### config.mk
export PLATFORM = sky130hd
export DESIGN_NAME = lic_ctrl
export DESIGN_NICKNAME = d
export VERILOG_FILES = /design/src/lic_pkg.sv /design/src/lic_ctrl.sv
export VERILOG_INCLUDE_DIRS = /design/src
export SDC_FILE = /design/constraint.sdc
export NUM_CORES = 1
export LEC_CHECK = 0
export BUFFER_PORTS_ARGS = -buffer_cell sky130_fd_sc_hd__buf_4
export CAP_MARGIN = 20
export CORE_MARGIN = 2
export CORE_UTILIZATION = 58
export DETAILED_ROUTE_END_ITERATION = 6
export GPL_TIMING_DRIVEN = 0
export PLACE_DENSITY = 0.84
export SLEW_MARGIN = 30
export SYNTH_ARGS = -nofsm -noshare
export SYNTH_HDL_FRONTEND = slang
export SYNTH_SLANG_ARGS = --single-unit
export TNS_END_PERCENT = 10
### constraint.sdc
create_clock -name i_ref_clk -period 4.4 [get_ports i_ref_clk]
set_input_delay 0.88 -clock i_ref_clk [delete_from_list [all_inputs] [get_ports i_ref_clk]]
set_output_delay 0.88 -clock i_ref_clk [all_outputs]
set_load 0.05 [all_outputs]
### src/lic_params.svh
// Purpose: offsets, field positions, reset values and widths of the line control bank
// Assumes: 8-bit register port, byte offsets as printed
// Notes: definitions only
`ifndef LIC_PARAMS_SVH
`define LIC_PARAMS_SVH

`define LIC_ADDR_W 8
`define LIC_DATA_W 8
`define LIC_OFF_LOOPBACK 8'h0C
`define LIC_OFF_CRITERIA 8'h0D
`define LIC_OFF_ALL_ONES 8'h0E
`define LIC_OFF_GLOBAL 8'h0F
`define LIC_OFF_PULSE_ADDR 8'h10
`define LIC_OFF_PULSE_DATA 8'h11
`define LIC_RST_BYTE 8'h00
`define LIC_RST_LEN 3'h0
`define LIC_LOOP_MASK 8'h0F
`define LIC_CRIT_MASK 8'h0F
`define LIC_AONE_MASK 8'h03
`define LIC_GCR_MASK 8'h7F
`define LIC_PADDR_MASK 8'h07
`define LIC_PDATA_MASK 8'h07
`define LIC_LEN_E1 3'h0
`define LIC_GCR_PLACE_LO 0
`define LIC_GCR_PLACE_HI 1
`define LIC_GCR_CORNER 2
`define LIC_GCR_DEPTH 3
`define LIC_GCR_LINE_CODE 4
`define LIC_GCR_SHORT_OFF 5
`define LIC_GCR_AIS_INS 6
`define LIC_DEPTH_SHALLOW 7'h20
`define LIC_DEPTH_DEEP 7'h40

`endif

### src/lic_pkg.sv
// Purpose: shared types of the line control bank
// Assumes: lic_params.svh included for widths
// Notes: no constants here beyond types
`include "lic_params.svh"
package lic_pkg;
    typedef enum logic [1:0] {
        lic_ja_off,
        lic_ja_tx,
        lic_ja_rx
    } lic_ja_place_t;

    typedef enum logic [1:0] {
        lic_crit_t1,
        lic_crit_g775,
        lic_crit_etsi
    } lic_crit_t;

    typedef struct packed {
        logic pos;
        logic neg;
        logic clk;
    } lic_line_t;

    typedef struct packed {
        lic_ja_place_t place;
        logic corner_hi;
        logic [6:0] depth_bits;
        logic use_ami;
        logic short_protect_on;
    } lic_ja_cfg_t;
endpackage

### src/lic_ctrl.sv
// Purpose: control register bank of a dual line transceiver and the per-channel effects
// Assumes: one 10 MHz clock, host port with read data one cycle after the read strobe
// Notes: pins from outside pass a three-stage synchroniser; outputs are all registered
`include "lic_params.svh"

module lic_ctrl #(
    parameter int NCH = 2
) (
    input wire logic i_ref_clk, // system clock
    input wire logic i_rst, // async reset, active high
    input wire logic [7:0] i_addr, // register address
    input wire logic [7:0] i_wdata, // write data
    input wire logic i_wr, // write strobe
    input wire logic i_rd, // read strobe
    output logic [7:0] o_rdata, // read data, cycle after strobe
    input wire logic [NCH-1:0] i_tx_positive_in, // tx positive rail pins
    input wire logic [NCH-1:0] i_tx_negative_in, // tx negative rail pins
    input wire logic [NCH-1:0] i_tx_clock_in, // tx clock pins
    input wire logic [NCH-1:0] i_rec_pos, // recovered rx positive data
    input wire logic [NCH-1:0] i_rec_neg, // recovered rx negative data
    input wire logic [NCH-1:0] i_rec_clk, // recovered rx clock
    input wire logic [NCH-1:0] i_los, // loss of signal per channel
    input wire logic i_mclk_high, // master clock pin held high
    output logic [NCH-1:0] o_rx_positive_out, // rx positive output
    output logic [NCH-1:0] o_rx_negative_out, // rx negative output
    output logic [NCH-1:0] o_rx_clock_out, // rx clock output
    output logic [NCH-1:0] o_transmit_all_ones, // send all ones per channel
    output logic [NCH-1:0] o_loopback_on, // loopback active per channel
    output logic [2*NCH-1:0] o_crit_sel, // 2 bits per channel, lic_crit_t
    output logic [NCH-1:0] o_ais_insert, // rx forced to AIS per channel
    output lic_pkg::lic_ja_cfg_t o_ja_cfg // shared attenuator and line config
);
    logic [7:0] loopback_enable_bits;
    logic [7:0] criteria_select_bits;
    logic [7:0] auto_all_ones_bits;
    logic [7:0] global_ctl;
    logic [7:0] pulse_addr;
    logic [2:0] line_len [4];
    logic [3*NCH-1:0] sync_a;
    logic [3*NCH-1:0] sync_b;
    logic [3*NCH-1:0] sync_c;
    logic [3*NCH-1:0] tx_pins;
    logic [3*NCH-1:0] tx_seen;
    logic mclk_a;
    logic mclk_b;
    logic mclk_c;
    logic mclk_seen;
    logic is_e1;
    logic recovery_mode;
    logic driver_mode;
    logic [7:0] next_rdata;
    logic [NCH-1:0] ais_now;
    lic_pkg::lic_ja_place_t ja_place;
    logic ja_corner;
    logic [6:0] ja_depth;
    logic ja_ami;
    logic ja_protect;

    function automatic logic [7:0] lic_masked(input logic [7:0] v, input logic [7:0] m);
        return v & m;
    endfunction

    function automatic lic_pkg::lic_ja_place_t lic_place(input logic lo, input logic hi);
        if (!lo)
            return lic_pkg::lic_ja_off;
        return hi ? lic_pkg::lic_ja_rx : lic_pkg::lic_ja_tx;
    endfunction

    function automatic logic lic_hit(input logic strobe, input logic [7:0] a,
                                     input logic [7:0] off);
        return strobe && (a == off);
    endfunction

    function automatic lic_pkg::lic_crit_t lic_crit_of(input logic e1, input logic sel);
        if (!e1)
            return lic_pkg::lic_crit_t1;
        return sel ? lic_pkg::lic_crit_etsi : lic_pkg::lic_crit_g775;
    endfunction

    // loopback enables, one bit per channel
    always_ff @(posedge i_ref_clk or posedge i_rst) begin
        if (i_rst) begin
            loopback_enable_bits <= `LIC_RST_BYTE;
        end else if (lic_hit(i_wr, i_addr, `LIC_OFF_LOOPBACK)) begin
            loopback_enable_bits <= lic_masked(i_wdata, `LIC_LOOP_MASK);
        end
    end

    // criteria selects, one bit per receiver
    always_ff @(posedge i_ref_clk or posedge i_rst) begin
        if (i_rst) begin
            criteria_select_bits <= `LIC_RST_BYTE;
        end else if (lic_hit(i_wr, i_addr, `LIC_OFF_CRITERIA)) begin
            criteria_select_bits <= lic_masked(i_wdata, `LIC_CRIT_MASK);
        end
    end

    // automatic all-ones enables, one bit per transceiver
    always_ff @(posedge i_ref_clk or posedge i_rst) begin
        if (i_rst) begin
            auto_all_ones_bits <= `LIC_RST_BYTE;
        end else if (lic_hit(i_wr, i_addr, `LIC_OFF_ALL_ONES)) begin
            auto_all_ones_bits <= lic_masked(i_wdata, `LIC_AONE_MASK);
        end
    end

    // global control, shared by both transceivers
    always_ff @(posedge i_ref_clk or posedge i_rst) begin
        if (i_rst) begin
            global_ctl <= `LIC_RST_BYTE;
        end else if (lic_hit(i_wr, i_addr, `LIC_OFF_GLOBAL)) begin
            global_ctl <= lic_masked(i_wdata, `LIC_GCR_MASK);
        end
    end

    // pulse shape index
    always_ff @(posedge i_ref_clk or posedge i_rst) begin
        if (i_rst) begin
            pulse_addr <= `LIC_RST_BYTE;
        end else if (lic_hit(i_wr, i_addr, `LIC_OFF_PULSE_ADDR)) begin
            pulse_addr <= lic_masked(i_wdata, `LIC_PADDR_MASK);
        end
    end

    // indirect line length store, one per channel or receiver
    always_ff @(posedge i_ref_clk or posedge i_rst) begin
        if (i_rst) begin
            for (int k = 0; k < 4; k++) begin
                line_len[k] <= `LIC_RST_LEN;
            end
        end else if (i_wr && i_addr == `LIC_OFF_PULSE_DATA && pulse_addr[2] == 1'b0) begin
            line_len[pulse_addr[1:0]] <= i_wdata[2:0];
        end
    end

    // read port, unmapped reads as zero
    always_comb begin
        next_rdata = `LIC_RST_BYTE;
        case (i_addr)
            `LIC_OFF_LOOPBACK: next_rdata = loopback_enable_bits;
            `LIC_OFF_CRITERIA: next_rdata = criteria_select_bits;
            `LIC_OFF_ALL_ONES: next_rdata = auto_all_ones_bits;
            `LIC_OFF_GLOBAL: next_rdata = global_ctl;
            `LIC_OFF_PULSE_ADDR: next_rdata = pulse_addr;
            `LIC_OFF_PULSE_DATA: begin
                if (pulse_addr[2] == 1'b0)
                    next_rdata = {5'h00, line_len[pulse_addr[1:0]]};
            end
            default: next_rdata = `LIC_RST_BYTE;
        endcase
    end

    always_ff @(posedge i_ref_clk or posedge i_rst) begin
        if (i_rst)
            o_rdata <= `LIC_RST_BYTE;
        else if (i_rd)
            o_rdata <= next_rdata;
        else
            o_rdata <= `LIC_RST_BYTE;
    end

    // pin synchronisers, change taken when stages two and three agree
    assign tx_pins = {i_tx_clock_in, i_tx_negative_in, i_tx_positive_in};

    // tx pin stages
    always_ff @(posedge i_ref_clk or posedge i_rst) begin
        if (i_rst) begin
            sync_a <= '0;
            sync_b <= '0;
            sync_c <= '0;
        end else begin
            sync_a <= tx_pins;
            sync_b <= sync_a;
            sync_c <= sync_b;
        end
    end

    // tx pin level taken once stages two and three agree
    always_ff @(posedge i_ref_clk or posedge i_rst) begin
        if (i_rst) begin
            tx_seen <= '0;
        end else begin
            for (int k = 0; k < 3 * NCH; k++) begin
                if (sync_b[k] == sync_c[k])
                    tx_seen[k] <= sync_c[k];
            end
        end
    end

    // master clock pin stages
    always_ff @(posedge i_ref_clk or posedge i_rst) begin
        if (i_rst) begin
            mclk_a <= 1'b0;
            mclk_b <= 1'b0;
            mclk_c <= 1'b0;
        end else begin
            mclk_a <= i_mclk_high;
            mclk_b <= mclk_a;
            mclk_c <= mclk_b;
        end
    end

    // master clock level taken once stages two and three agree
    always_ff @(posedge i_ref_clk or posedge i_rst) begin
        if (i_rst) begin
            mclk_seen <= 1'b0;
        end else if (mclk_b == mclk_c) begin
            mclk_seen <= mclk_c;
        end
    end

    // mode decode
    assign is_e1 = (line_len[0] == `LIC_LEN_E1);
    assign recovery_mode = mclk_seen;
    assign driver_mode = mclk_seen & (&tx_seen[3*NCH-1:2*NCH]);

    // alarm insertion: LOS with the insert bit, never in data recovery
    assign ais_now = {NCH{global_ctl[`LIC_GCR_AIS_INS] & ~recovery_mode}} & i_los;

    always_ff @(posedge i_ref_clk or posedge i_rst) begin
        if (i_rst) begin
            o_ais_insert <= '0;
        end else begin
            for (int c = 0; c < NCH; c++) begin
                o_ais_insert[c] <= ais_now[c];
            end
        end
    end

    // loopback state per channel
    always_ff @(posedge i_ref_clk or posedge i_rst) begin
        if (i_rst) begin
            o_loopback_on <= '0;
        end else begin
            for (int c = 0; c < NCH; c++) begin
                o_loopback_on[c] <= loopback_enable_bits[c];
            end
        end
    end

    // all-ones on LOS works in loopback too; blocked when master clock and all tx clock pins are high
    always_ff @(posedge i_ref_clk or posedge i_rst) begin
        if (i_rst) begin
            o_transmit_all_ones <= '0;
        end else begin
            for (int c = 0; c < NCH; c++) begin
                o_transmit_all_ones[c] <= auto_all_ones_bits[c] & i_los[c] & ~driver_mode;
            end
        end
    end

    // rx positive rail: looped tx pin or recovered data, AIS on top
    always_ff @(posedge i_ref_clk or posedge i_rst) begin
        if (i_rst) begin
            o_rx_positive_out <= '0;
        end else begin
            for (int c = 0; c < NCH; c++) begin
                if (loopback_enable_bits[c])
                    o_rx_positive_out[c] <= ais_now[c] | tx_seen[c];
                else
                    o_rx_positive_out[c] <= ais_now[c] | i_rec_pos[c];
            end
        end
    end

    // rx negative rail: looped tx pin or recovered data, AIS on top
    always_ff @(posedge i_ref_clk or posedge i_rst) begin
        if (i_rst) begin
            o_rx_negative_out <= '0;
        end else begin
            for (int c = 0; c < NCH; c++) begin
                if (loopback_enable_bits[c])
                    o_rx_negative_out[c] <= ais_now[c] | tx_seen[NCH + c];
                else
                    o_rx_negative_out[c] <= ais_now[c] | i_rec_neg[c];
            end
        end
    end

    // rx clock: looped tx clock or recovered clock
    always_ff @(posedge i_ref_clk or posedge i_rst) begin
        if (i_rst) begin
            o_rx_clock_out <= '0;
        end else begin
            for (int c = 0; c < NCH; c++) begin
                if (loopback_enable_bits[c])
                    o_rx_clock_out[c] <= tx_seen[2*NCH + c];
                else
                    o_rx_clock_out[c] <= i_rec_clk[c];
            end
        end
    end

    // detection criteria per receiver
    always_ff @(posedge i_ref_clk or posedge i_rst) begin
        if (i_rst) begin
            o_crit_sel <= '0;
        end else begin
            for (int c = 0; c < NCH; c++) begin
                o_crit_sel[2*c +: 2] <= lic_crit_of(is_e1, criteria_select_bits[c]);
            end
        end
    end

    // attenuator placement, shared by both transceivers
    always_ff @(posedge i_ref_clk or posedge i_rst) begin
        if (i_rst) begin
            ja_place <= lic_pkg::lic_ja_off;
        end else begin
            ja_place <= lic_place(global_ctl[`LIC_GCR_PLACE_LO],
                                  global_ctl[`LIC_GCR_PLACE_HI]);
        end
    end

    always_ff @(posedge i_ref_clk or posedge i_rst) begin
        if (i_rst) begin
            ja_corner <= 1'b0;
        end else begin
            ja_corner <= global_ctl[`LIC_GCR_CORNER];
        end
    end

    always_ff @(posedge i_ref_clk or posedge i_rst) begin
        if (i_rst) begin
            ja_depth <= 7'h00;
        end else begin
            ja_depth <= global_ctl[`LIC_GCR_DEPTH] ?
                        `LIC_DEPTH_DEEP : `LIC_DEPTH_SHALLOW;
        end
    end

    always_ff @(posedge i_ref_clk or posedge i_rst) begin
        if (i_rst) begin
            ja_ami <= 1'b0;
        end else begin
            ja_ami <= global_ctl[`LIC_GCR_LINE_CODE];
        end
    end

    always_ff @(posedge i_ref_clk or posedge i_rst) begin
        if (i_rst) begin
            ja_protect <= 1'b0;
        end else begin
            ja_protect <= ~global_ctl[`LIC_GCR_SHORT_OFF];
        end
    end

    assign o_ja_cfg = {ja_place, ja_corner, ja_depth, ja_ami, ja_protect};
endmodule

Word level (Yosys, flattened, before mapping)
Index checks and enable logic that the tools add are counted.
{ "op_classes": {"magnitude_cmp": 2, "eq_ne": 13, "n_bitwise": 20, "n_reduce_logical": 10, "n_mux": 22} }
{ "ops": {"columns": ["cell", "count"], "rows": [
  ["$pmux W7 S6", 1],
  ["$eq A8 B4 Y1 const B", 4],
  ["$eq A8 B5 Y1 const B", 2],
  ["$bwmux W12", 1],
  ["$mux W2", 6],
  ["$mux W3", 4],
  ["$logic_and A1 B1 Y1", 8],
  ["$mux W8", 1],
  ["$or A1 B1 Y1", 8],
  ["$eq A1 B1 Y1", 7],
  ["$mux W7", 1],
  ["$and A1 B1 Y1", 6],
  ["$bmux W3 S2", 1],
  ["$demux W3 S2", 1],
  ["$mux W1", 6],
  ["$not A1 Y1", 4],
  ["$ge A3 B3 Y1 const B", 1],
  ["$logic_not A3 Y1", 1],
  ["$lt A3 B1 Y1 const B", 1],
  ["$not A2 Y3", 1],
  ["$and A2 B2 Y2", 1],
  ["$reduce_and A2 Y1", 1]
]} }
{ "totals": {"register_bits": 96, "inputBits": 35, "word_cells": 102} }

Longest topological paths before layout
Gate-level depths: netlist (run 1).
{ "depth": {"word_depth": 7, "depth_mapped": 6} }

Least setup slack after synthesis (run 1)
No wires, ideal clock.
{ "synth_path": {"kind": "input to register", "startpoint": "input port i_addr[5]", "endpoint": "register global_ctl[0]", "t_arrival_ns": 2.317, "path_stages": 6, "setup_time_ns": 0.127, "setup_slack_ns": 1.956, "t_required_ns": 4.273, "path_buffers": 2, "path_cell_list": "or3_1 -> buf_2 -> nor3_4 -> and4_1 -> buf_4 -> mux2_1"} }
{ "synth_between": {"elab_chain_cells": 2} }
{ "synth_rtl": {"columns": ["item", "line", "text"], "rows": [
  ["start: declaration", "lic_ctrl.sv:11", "input wire logic [7:0] i_addr,"],
  ["$eq A8 B4 Y1", "lic_ctrl.sv:71", "return strobe && (a == off);"],
  ["$logic_and A1 B1 Y1", "lic_ctrl.sv:71", null],
  ["end signal: assignment", "lic_ctrl.sv:110", "global_ctl <= `LIC_RST_BYTE;"],
  ["end signal: assignment", "lic_ctrl.sv:112", "global_ctl <= lic_masked(i_wdata, `LIC_GCR_MASK);"],
  ["end: declaration", "lic_ctrl.sv:36", "logic [7:0] global_ctl;"]
]} }
No other way between the ends.
A chain may end at the register's enable or synchronous reset.

Worst setup path in the final report (run 1)
{ "layout_path": {"startpoint": "input port i_addr[5]", "endpoint": "register line_len[10] (netlist bit)"} }
{ "layout_between": {"elab_chain_cells": 3} }
{ "layout_rtl": {"columns": ["item", "line", "text"], "rows": [
  ["$eq A8 B5 Y1", null, null],
  ["$logic_and A1 B1 Y1 (no source line)", null, null],
  ["$logic_and A1 B1 Y1", "lic_ctrl.sv:131", "end else if (i_wr && i_addr == `LIC_OFF_PULSE_DATA && pulse_addr[2] == 1'b0) begin"],
  ["end signal: indexed assignment", "lic_ctrl.sv:129", "line_len[k] <= `LIC_RST_LEN;"],
  ["end signal: indexed assignment", "lic_ctrl.sv:132", "line_len[pulse_addr[1:0]] <= i_wdata[2:0];"],
  ["end: declaration", "lic_ctrl.sv:38", "logic [2:0] line_len [4];"]
]} }
No other way between the ends.

==> results of run 1 <==
[layout by cell type (no fill, tap or decap), types with 5 or more instances in the layout]
cell,Yosys,routed
mux2_2,27,27
inv_1,8,7
nand3_1,5,5
mux2i_1,6,6
clkbuf_8,0,10
nand2_1,11,11
dfrtp_1,90,90
buf_4,10,73
nor2_1,5,5
conb_1,1,6
mux4_2,5,5
mux2_1,7,7
clkbuf_1,4,5
maj3_1,7,7
[how the worst max path moves through the flow]
stage	slack [ps]	depth (start not counted)	startpoint	to
2_1_floorplan	1180	1	i_rst	auto_all_ones_bits[0]$_DFFE_PP0P_
3_3_place_gp	360	2	i_rst	o_crit_sel[3]$_DFF_PP0_
3_5_place_dp	1700	7	i_addr[5]	global_ctl[1]$_DFFE_PP0P_
4_1_cts	2060	7	i_addr[5]	global_ctl[6]$_DFFE_PP0P_
5_1_grt	1970	7	i_addr[5]	global_ctl[4]$_DFFE_PP0P_
6_report	2050	6	i_addr[5]	line_len[10]$_DFFE_PP0P_
[cell type report]
type	instances	area [sq um]	area share [%]
sequential	90	2250	54.4
multi-input combinational	114	990	23.9
timing repair buffer	64	500	12.1
clock buffer	11	141	3.41
buffer	15	95.1	2.30
tap	72	90.1	2.17
clock inverter	5	38.8	0.936
inverter	8	35.0	0.846
[per-layer routing]
metal / track usage [%] / vias to the layer above
met2: 32.0 / 66
met4: 8.31 / 0
met3: 5.54 / 10
li1: - / 919
met1: 25.8 / 994
met5: 0 / -
[power groups by stage]
stage / logic (mW) / registers (mW) / clock network, mW
after floorplan: 0.0728 / 0.930 / 0
after global placement: 0.162 / 0.900 / 0
after detailed placement: 0.170 / 0.902 / 0
after CTS: 0.171 / 0.886 / 0.518
after global routing: 0.181 / 0.891 / 0.551
final: 0.168 / 0.886 / 0.508
[kinds of logic (layout without fill, tap and decap cells)]
kind of cell    count (synthesis)  in the layout  synth area share [%]
compound gates                  9              9                  1.57
fa+ha+maj                       7              7                  2.09
buf+inv                        23            103                  3.74
flops                          90             90                  67.3
mux                            45             45                  16.6
other cells                     1              6                 0.112
simple gates                   47             47                  8.63
[state kept, by name, indices dropped and copies added (netlist names), 3 cells and up]
signal                count
sync_b                    6
loopback_enable_bits      4
pulse_addr                3
line_len                 12
sync_a                    6
sync_c                    6
global_ctl                7
o_crit_sel                4
o_rdata                   7
criteria_select_bits      4
tx_seen                   6
[critical path: stages]
cell and delay (ps):
buf_4 110, or3_1 360, buf_2 180, nor3_2 370
nor3b_2 330, mux2_2 370
[stage by stage]
stage               utilization [%]  total power [mW]  instances  setup slack (ps)
global route                   74.8              1.62        379              1970
floorplan                         -              1.00        227              1180
global placement               70.9              1.06        362               359
CTS                            74.8              1.58        379              2060
detailed placement             71.5              1.07        363              1700
finish                         74.8              1.56        379              2050
==> impl_metrics.yaml, run 1 <==
timing:
  finalClockSkew_ps: 11.7
  rsz0062_at_grt: "no"
  finalSetupViolations: 0
  worst-slew-pin-transition_ps: 575
  final.min_clock_period_ps: 2350
  fin_crit_sh_pct: 53.3
  hold_slack_ps: 352
  slew_headroom_pct: 61.3
  max_freq_mhz: 426
  slew_violations: 0
  hold_viol: 0
  tns_ps: 0
synthesis:
  ys.warnings.count: 0
  synth_cell_type_count: 33
  postSynthCellCount: 222
  synth_top_area_share_pct: 67.3
  synth.avg_cell_area_sq_um: 15.1
  synth_area_leaders: "dfrtp_1 67%, mux2_2 9.1%, mux4_2 3.4%, mux2_1 2.4%, buf_4 2.2%"
  synth_edf_count: 0
  synth_ff_type: "dfrtp_1"
  async_flop_share_pct: 100
  synth_area_sq_mm: 0.00335
  yosysTopAreaCell: "dfrtp_1"
  synth_common_cells: "90 x dfrtp_1, 27 x mux2_2, 11 x nand2_1, 10 x buf_4, 8 x inv_1"
  synth_most_common_cell: "dfrtp_1"
  synth-seq-cells: 90
  yosysSeqAreaShare_pct: 67.3
layout:
  drive_above_1_share_pct: 41.7
  final_nets: 337
  fill_cells: 368
  syn_to_final_growth_pct: 23.7
  antennaDiodeCount: 0
  fin_area_sq_mm: 0.00414
setup_path:
  reg2reg_depth: 4
  rrSetupSlack_ps: 2280
  critPathLaunchType: "primary input"
  crit_path_max_fanout: 6
  crit_type: "in2reg"
  rr_endpoint: "line_len[10]$_DFFE_PP0P_"
  crit_path_end_kind: "register"
  r2r_start: "pulse_addr[2]$_DFFE_PP0P_"
  worstPathArrival_ps: 2590
  crit_required_ps: 4640
floorplan:
  coreArea_sq_mm: 0.00554
  ioPinCount: 71
  die_y_microns: 80.0
  die_w_microns: 80.0
  start_util_pct: 60.4
  dieArea_sq_mm: 0.00640
  fp-row-count: 27
place:
  routabilityCongestion: 0.851
  placed_area_sq_mm: 0.00396
  io_buffers: 63
  dpl.hpwl_microns: 4110
route:
  wl_met3_microns: 320
  first_pass_iters: 5
  drc_errors: 0
  ant_nets: 0
  routedWlPerCell_microns: 15.4
  top_layer_used: "met4"
  vias_per_cell: 5.25
  wl_met2_microns: 2940
  routed_wl_microns: 5840
  vias: 1989
  drt_iter0_drc: 120
  m1WireLength_microns: 2470
power:
  switchingPower_mw: 0.408
  powerDensity_mw_per_mm2: 377
  internal-power_mw: 1.15
  p_leak_nw: 2.04
  power_frac_seq_pct: 56.7
  vdd_drop_max_mv: 0.268
  clkPwrFrac_pct: 32.5
  p_comb_share_pct: 10.8
  sw_frac_of_total_pct: 26.1
min_path:
  hp-class: "reg2reg"
  min_from: "sync_a[2]$_DFF_PP0_"
  worstHoldPathCells: 0
  whs_endpoint: "sync_b[2]$_DFF_PP0_"
cts:
  cts_resized: 0
  clock_latency_ps: 350
  cts_tree: "built"
  cts-root-buf: "clkbuf_8"
  cts_setup_buffers: 0
  cts.clk_slew.worst_paths_ps: 90
  cts_buffers: 9
  clock_path_buffers: 2
  hold_buffers: 0
  cts_max_level: 3
  cts_sinks: 90
grt:
  grt_pass1_vias: 1919
  antenna_found_initial: 0
  grt-ovfl-total: 0
  grtUsageTotal_pct: 20.0
  grt_max_degree: 73
  grt_pass1_wl_microns: 9450
flow_run:
  maxCapViolCount: 0
outcome:
  outcome: "finished, final reports clean"
Note: power is estimated with default switching activity, not from simulation.
==> run 2: changes to the inputs <==
CORE_UTILIZATION = 48   (was 58)
PLACE_DENSITY = 0.74   (was 0.84)
clock period = 1.9 ns   (was 4.4 ns; I/O delays follow)
==> run 2 against run 1 <==
Against the previous run: first-iteration DRC count fell by 8.3%; sequential share of layout area is 1.5 points lower; count of clock-buffer cells in the layout did not move; critical endpoint is now global_ctl[3]$_DFFE_PP0P_; die area increased by 20%; clock skew fell by 4.3 ps; register-to-register slack got worse by 2200 ps; flip-flop and latch count stayed put; utilization fell by 12 points; worst hold slack worse by 270 ps; highest routed layer unchanged; global-route usage down 2.7 points; critical path depth grew 1.
==> impl_metrics.yaml, run 2 (same netlist as run 1, synthesis figures left out) <==
route:
  vias_per_cell: 5.07
  ant_nets: 0
  vias: 1977
  drt_iter0_drc: 110
  routedWlPerCell_microns: 15.1
  routed_wl_microns: 5900
  first_pass_iters: 6
  drc_errors: 0
power:
  internal-power_mw: 2.85
  sw_frac_of_total_pct: 24.6
  powerDensity_mw_per_mm2: 887
  clkPwrFrac_pct: 35.1
  vdd_drop_max_mv: 0.555
  finalPower_mw: 3.78
  p_leak_nw: 2.10
  power_frac_seq_pct: 54.3
  p_comb_share_pct: 10.6
  switchingPower_mw: 0.932
floorplan:
  start_util_pct: 49.6
  ioPinCount: 71
  die_w_microns: 87.5
  fp-row-count: 30
  coreArea_sq_mm: 0.00676
  die_y_microns: 87.5
  dieArea_sq_mm: 0.00766
layout:
  final_cell_mix: "90 x dfrtp_1, 75 x buf_4, 26 x mux2_2"
  drive_above_1_share_pct: 44.5
  finish.utilization_pct: 63.1
  layout_commonest_cell: "dfrtp_1"
  reg_top3: "line_len x12, global_ctl x7, o_rdata x7"
  antennaDiodeCount: 0
  largest_reg_flops: 12
  fin_area_sq_mm: 0.00426
  syn_to_final_growth_pct: 27.2
  top_register: "line_len"
  final_nets: 340
  layout.cells.non_filler: 390
timing:
  timing.final.ws_setup_ps: 3.14
  worst-slew-pin-transition_ps: 538
  final.min_clock_period_ps: 1900
  slew_violations: 0
  slew_headroom_pct: 64.1
  max_freq_mhz: 527
  hold_slack_ps: 83.1
  fin_crit_sh_pct: 99.8
  hold_viol: 0
  rsz0062_at_grt: "yes"
  finalClockSkew_ps: 7.46
  finalSetupViolations: 0
  tns_ps: 0
outcome:
  outcome: "finished, final reports clean"
setup_path:
  crit_type: "in2reg"
  crit_path_max_fanout: 9
  crit_path_end_kind: "register"
  crit_required_ps: 2130
  critPathLaunchType: "primary input"
  worstPathArrival_ps: 2130
place:
  io_buffers: 63
  pre_cts_ws_ps: -334
  routabilityCongestion: 0.897
  dpl.cell_count: 373
  dpl.hpwl_microns: 4330
  placed_area_sq_mm: 0.00400
grt:
  grt-ovfl-total: 0
  grt_max_degree: 32
  antenna_found_initial: 0
  grtUsageTotal_pct: 17.3
  grt_pass1_wl_microns: 9790
  grt_pass1_vias: 1965
cts:
  cts_tree: "built"
  clock_latency_ps: 350
  cts.clk_slew.worst_paths_ps: 90
  cts_sinks: 90
  cts-root-buf: "clkbuf_8"
  clock_path_buffers: 2
  cts_buffers: 9
  cts_max_level: 3
flow_run:
  maxCapViolCount: 0
min_path:
  hp-class: "in2async"
==> run 2: cell count changes in the layout (fill, tap and decap cells not counted), sizes merged <==
cell	before	now
buf	75	79
bufinv	0	1
clkbuf	15	14
clkinv	3	1
clkinvlp	1	2
==> run 2: layer usage <==
metal / track usage, % / vias to the layer above / wire length, microns
li1: - / 925 / -
met1: 23.7 / 1003 / 2660
met2: 26.3 / 43 / 2960
met3: 4.08 / 6 / 196
met4: 7.97 / 0 / 83
met5: 0 / - / 0
==> run 2: area by class of cell <==
class	instances	area, sq um
clock inverters	5	60.1
multi-input cells	114	1020
fillers	522	2500
clock buffers	11	151
plain buffers	14	91.3
repair buffers	68	548
inverters	8	33.8
well taps	80	100
flip-flops and latches	90	2250
==> run 2: worst max-delay path, stage by stage <==
cell    delay, ps
buf_4         100
or3_1         380
buf_2         200
nor3_4        340
and4_1        240
buf_4         160
mux2_1        330
==> run 2: path summary, 6_finish.rpt <==
path | startpoint | to | slack (ps) | depth (start not counted)
max | i_addr[5] | global_ctl[3]$_DFFE_PP0P_ | 3 | 7
min | i_rst | o_rdata[4]$_DFF_PP0_ | 80 | 3
max reg2reg | pulse_addr[2]$_DFFE_PP0P_ | line_len[10]$_DFFE_PP0P_ | 90 | 4
min reg2reg | sync_a[3]$_DFF_PP0_ | sync_b[3]$_DFF_PP0_ | 360 | 0
max in group asynchronous | i_rst | line_len[3]$_DFFE_PP0P_ | 1410 | 4
min in group i_ref_clk | i_tx_positive_in[1] | sync_a[1]$_DFF_PP0_ | 140 | 1
==> run 2: what timing repair did <==
item                                    in CTS  in global routing
hold buffers                                 0                  0
gates cloned                                 0                  0
gates resized for setup                      3                  5
endpoints found under the setup margin       6                 26
buffers inserted                             2                  0
pin swaps                                    1                  2
==> run 2: power groups by stage <==
stage | clock network [mW] | logic, mW | registers, mW
4_1_cts | 1.37 | 0.408 | 2.05
3_5_place_dp | 0 | 0.404 | 2.09
2_1_floorplan | 0 | 0.169 | 2.15
5_1_grt | 1.46 | 0.431 | 2.06
3_3_place_gp | 0 | 0.379 | 2.08
6_report | 1.33 | 0.400 | 2.05
==> run 3: changes to the inputs <==
CELL_PAD_IN_SITES_DETAIL_PLACEMENT = 0   (was not set)
CELL_PAD_IN_SITES_GLOBAL_PLACEMENT = 1   (was not set)
CORE_UTILIZATION = 39   (was 48)
PLACE_DENSITY = not set   (was 0.74)
PLACE_DENSITY_LB_ADDON = 0.1   (was not set)
==> run 3 against run 2 <==
Against the previous run: count of clock-buffer cells in the layout fell by 2; first-iteration DRC count fell by 73%; final cell count rose by 6.4%; non-clock buffer count did not move; critical path depth fell by 3; cell area rose by 1.4%; register-to-register slack got worse by 60 ps; largest power group unchanged; highest routed layer unchanged.
==> impl_metrics.yaml, run 3 (same netlist as run 1, synthesis figures left out) <==
outcome:
  outcome: "finished, final reports clean"
grt:
  grtUsageTotal_pct: 13.9
  grt_max_degree: 27
  grt-ovfl-total: 0
  antenna_found_initial: 0
  grt_pass1_wl_microns: 10300
  grt_pass1_vias: 2112
cts:
  cts_tree: "built"
  hold_buffers: 0
  cts_sinks: 90
  cts_buffers: 9
  clock_path_buffers: 2
  cts.clk_slew.worst_paths_ps: 90
  cts_max_level: 3
  clock_latency_ps: 350
  cts-root-buf: "clkbuf_8"
layout:
  drive_above_1_share_pct: 43.5
  top_register: "line_len"
  syn_to_final_growth_pct: 29.0
  layout_commonest_cell: "dfrtp_1"
  final_cell_mix: "90 x dfrtp_1, 74 x buf_4, 24 x mux2_2"
  largest_reg_flops: 12
  antennaDiodeCount: 0
  final_nets: 340
  reg_top3: "line_len x12, global_ctl x7, o_rdata x7"
route:
  ant_nets: 0
  vias_per_cell: 4.73
  drt_iter0_drc: 30
  routedWlPerCell_microns: 14.6
  vias: 1964
  drc_errors: 0
  routed_wl_microns: 6050
  first_pass_iters: 4
floorplan:
  start_util_pct: 40.5
  dieArea_sq_mm: 0.00934
  fp-row-count: 33
  ioPinCount: 71
  die_w_microns: 96.7
  die_y_microns: 96.7
  coreArea_sq_mm: 0.00826
timing:
  worst-slew-pin-transition_ps: 640
  slew_violations: 0
  rsz0062_at_grt: "yes"
  timing.final.ws_setup_ps: 32.3
  finalClockSkew_ps: 6.90
  slew_headroom_pct: 57.0
  final.min_clock_period_ps: 1870
  hold_viol: 0
  max_freq_mhz: 535
  finalSetupViolations: 0
  fin_crit_sh_pct: 98.3
setup_path:
  worstPathArrival_ps: 2100
  critPathLaunchType: "register"
  crit_path_max_fanout: 4
  r2r_start: "pulse_addr[2]$_DFFE_PP0P_"
  crit_required_ps: 2140
  crit_path_end_kind: "register"
  rr_endpoint: "line_len[9]$_DFFE_PP0P_"
  crit_type: "reg2reg"
  reg2reg_depth: 4
  rrSetupSlack_ps: 30
power:
  finalPower_mw: 3.88
  p_leak_nw: 2.11
  powerDensity_mw_per_mm2: 897
  vdd_drop_max_mv: 0.578
min_path:
  hp-class: "in2async"
place:
  pre_cts_ws_ps: -321
  io_buffers: 63
  routabilityCongestion: 0.738
  dpl.hpwl_microns: 4450
flow_run:
  maxCapViolCount: 0
## run 3: cell types whose count changed in the layout (fill, tap and decap cells not counted), sizes merged
cell,previous run,this run
clkbuf,14,12
bufinv,1,2
clkinv,1,2
## run 3: report_power, final
part / switching [mW] / internal [mW] / leakage, nW
combinational: 0.235 / 0.167 / 0.842
sequential: 0.0516 / 2.00 / 1.15
clock: 0.667 / 0.754 / 0.112
## run 3: layout make-up
class                           count  area, sq um
Fill cell                         759         3940
Buffer                             14         95.1
Tap cell                          105          131
Clock inverter                      7          101
Sequential cell                    90         2250
Timing Repair Buffer               68          563
Clock buffer                        9          124
Multi-Input combinational cell    114         1020
Inverter                            8         33.8
## run 3: metal layers
metal	vias up	global-route usage, %	share of wire, %
met2	48	22.2	49
met1	986	18.5	46
met5	-	0	0
met3	4	3.68	4.1
met4	0	4.98	0.68
li1	926	-	-
## run 3: worst max-delay path by stage
| stage | from | end | slack, ps | depth (start not counted) |
|---|---|---|---|---|
| 2_1_floorplan | i_addr[5] | global_ctl[0]$_DFFE_PP0P_ | -40 | 6 |
| 3_3_place_gp | i_addr[5] | global_ctl[5]$_DFFE_PP0P_ | -310 | 7 |
| 3_5_place_dp | i_addr[5] | global_ctl[1]$_DFFE_PP0P_ | -320 | 7 |
| 4_1_cts | pulse_addr[2]$_DFFE_PP0P_ | line_len[9]$_DFFE_PP0P_ | -20 | 4 |
| 5_1_grt | i_addr[5] | global_ctl[3]$_DFFE_PP0P_ | -20 | 7 |
| 6_report | pulse_addr[2]$_DFFE_PP0P_ | line_len[9]$_DFFE_PP0P_ | 30 | 4 |
## run 3: worst max-delay path: stages (launching register included)
cell,delay (ps)
dfrtp_1,390
or4b_4,510
nor3_4,200
nor3b_4,340
mux2_4,330
## run 3: per-stage QoR
stage | util, % | setup TNS (ps) | cells | hold slack, ps | cell area (sq um)
after floorplan | - | -310 | 227 | 331 | 3370
after global placement | 48.1 | -17390 | 395 | 332 | 3980
after detailed placement | 49.0 | -6110 | 398 | 335 | 4050
after CTS | 52.3 | -47.9 | 416 | 72.0 | 4320
after global routing | 52.3 | -108 | 415 | 98.5 | 4320
final | 52.3 | 0 | 415 | 76.8 | 4320
## run 3: what timing repair did
item | 4_1_cts | 5_1_grt
resized for setup | 7 | 1
buffers inserted | 2 | 0
pin swaps | 2 | 1
endpoints found under the setup margin | 6 | 18
cloned | 0 | 0
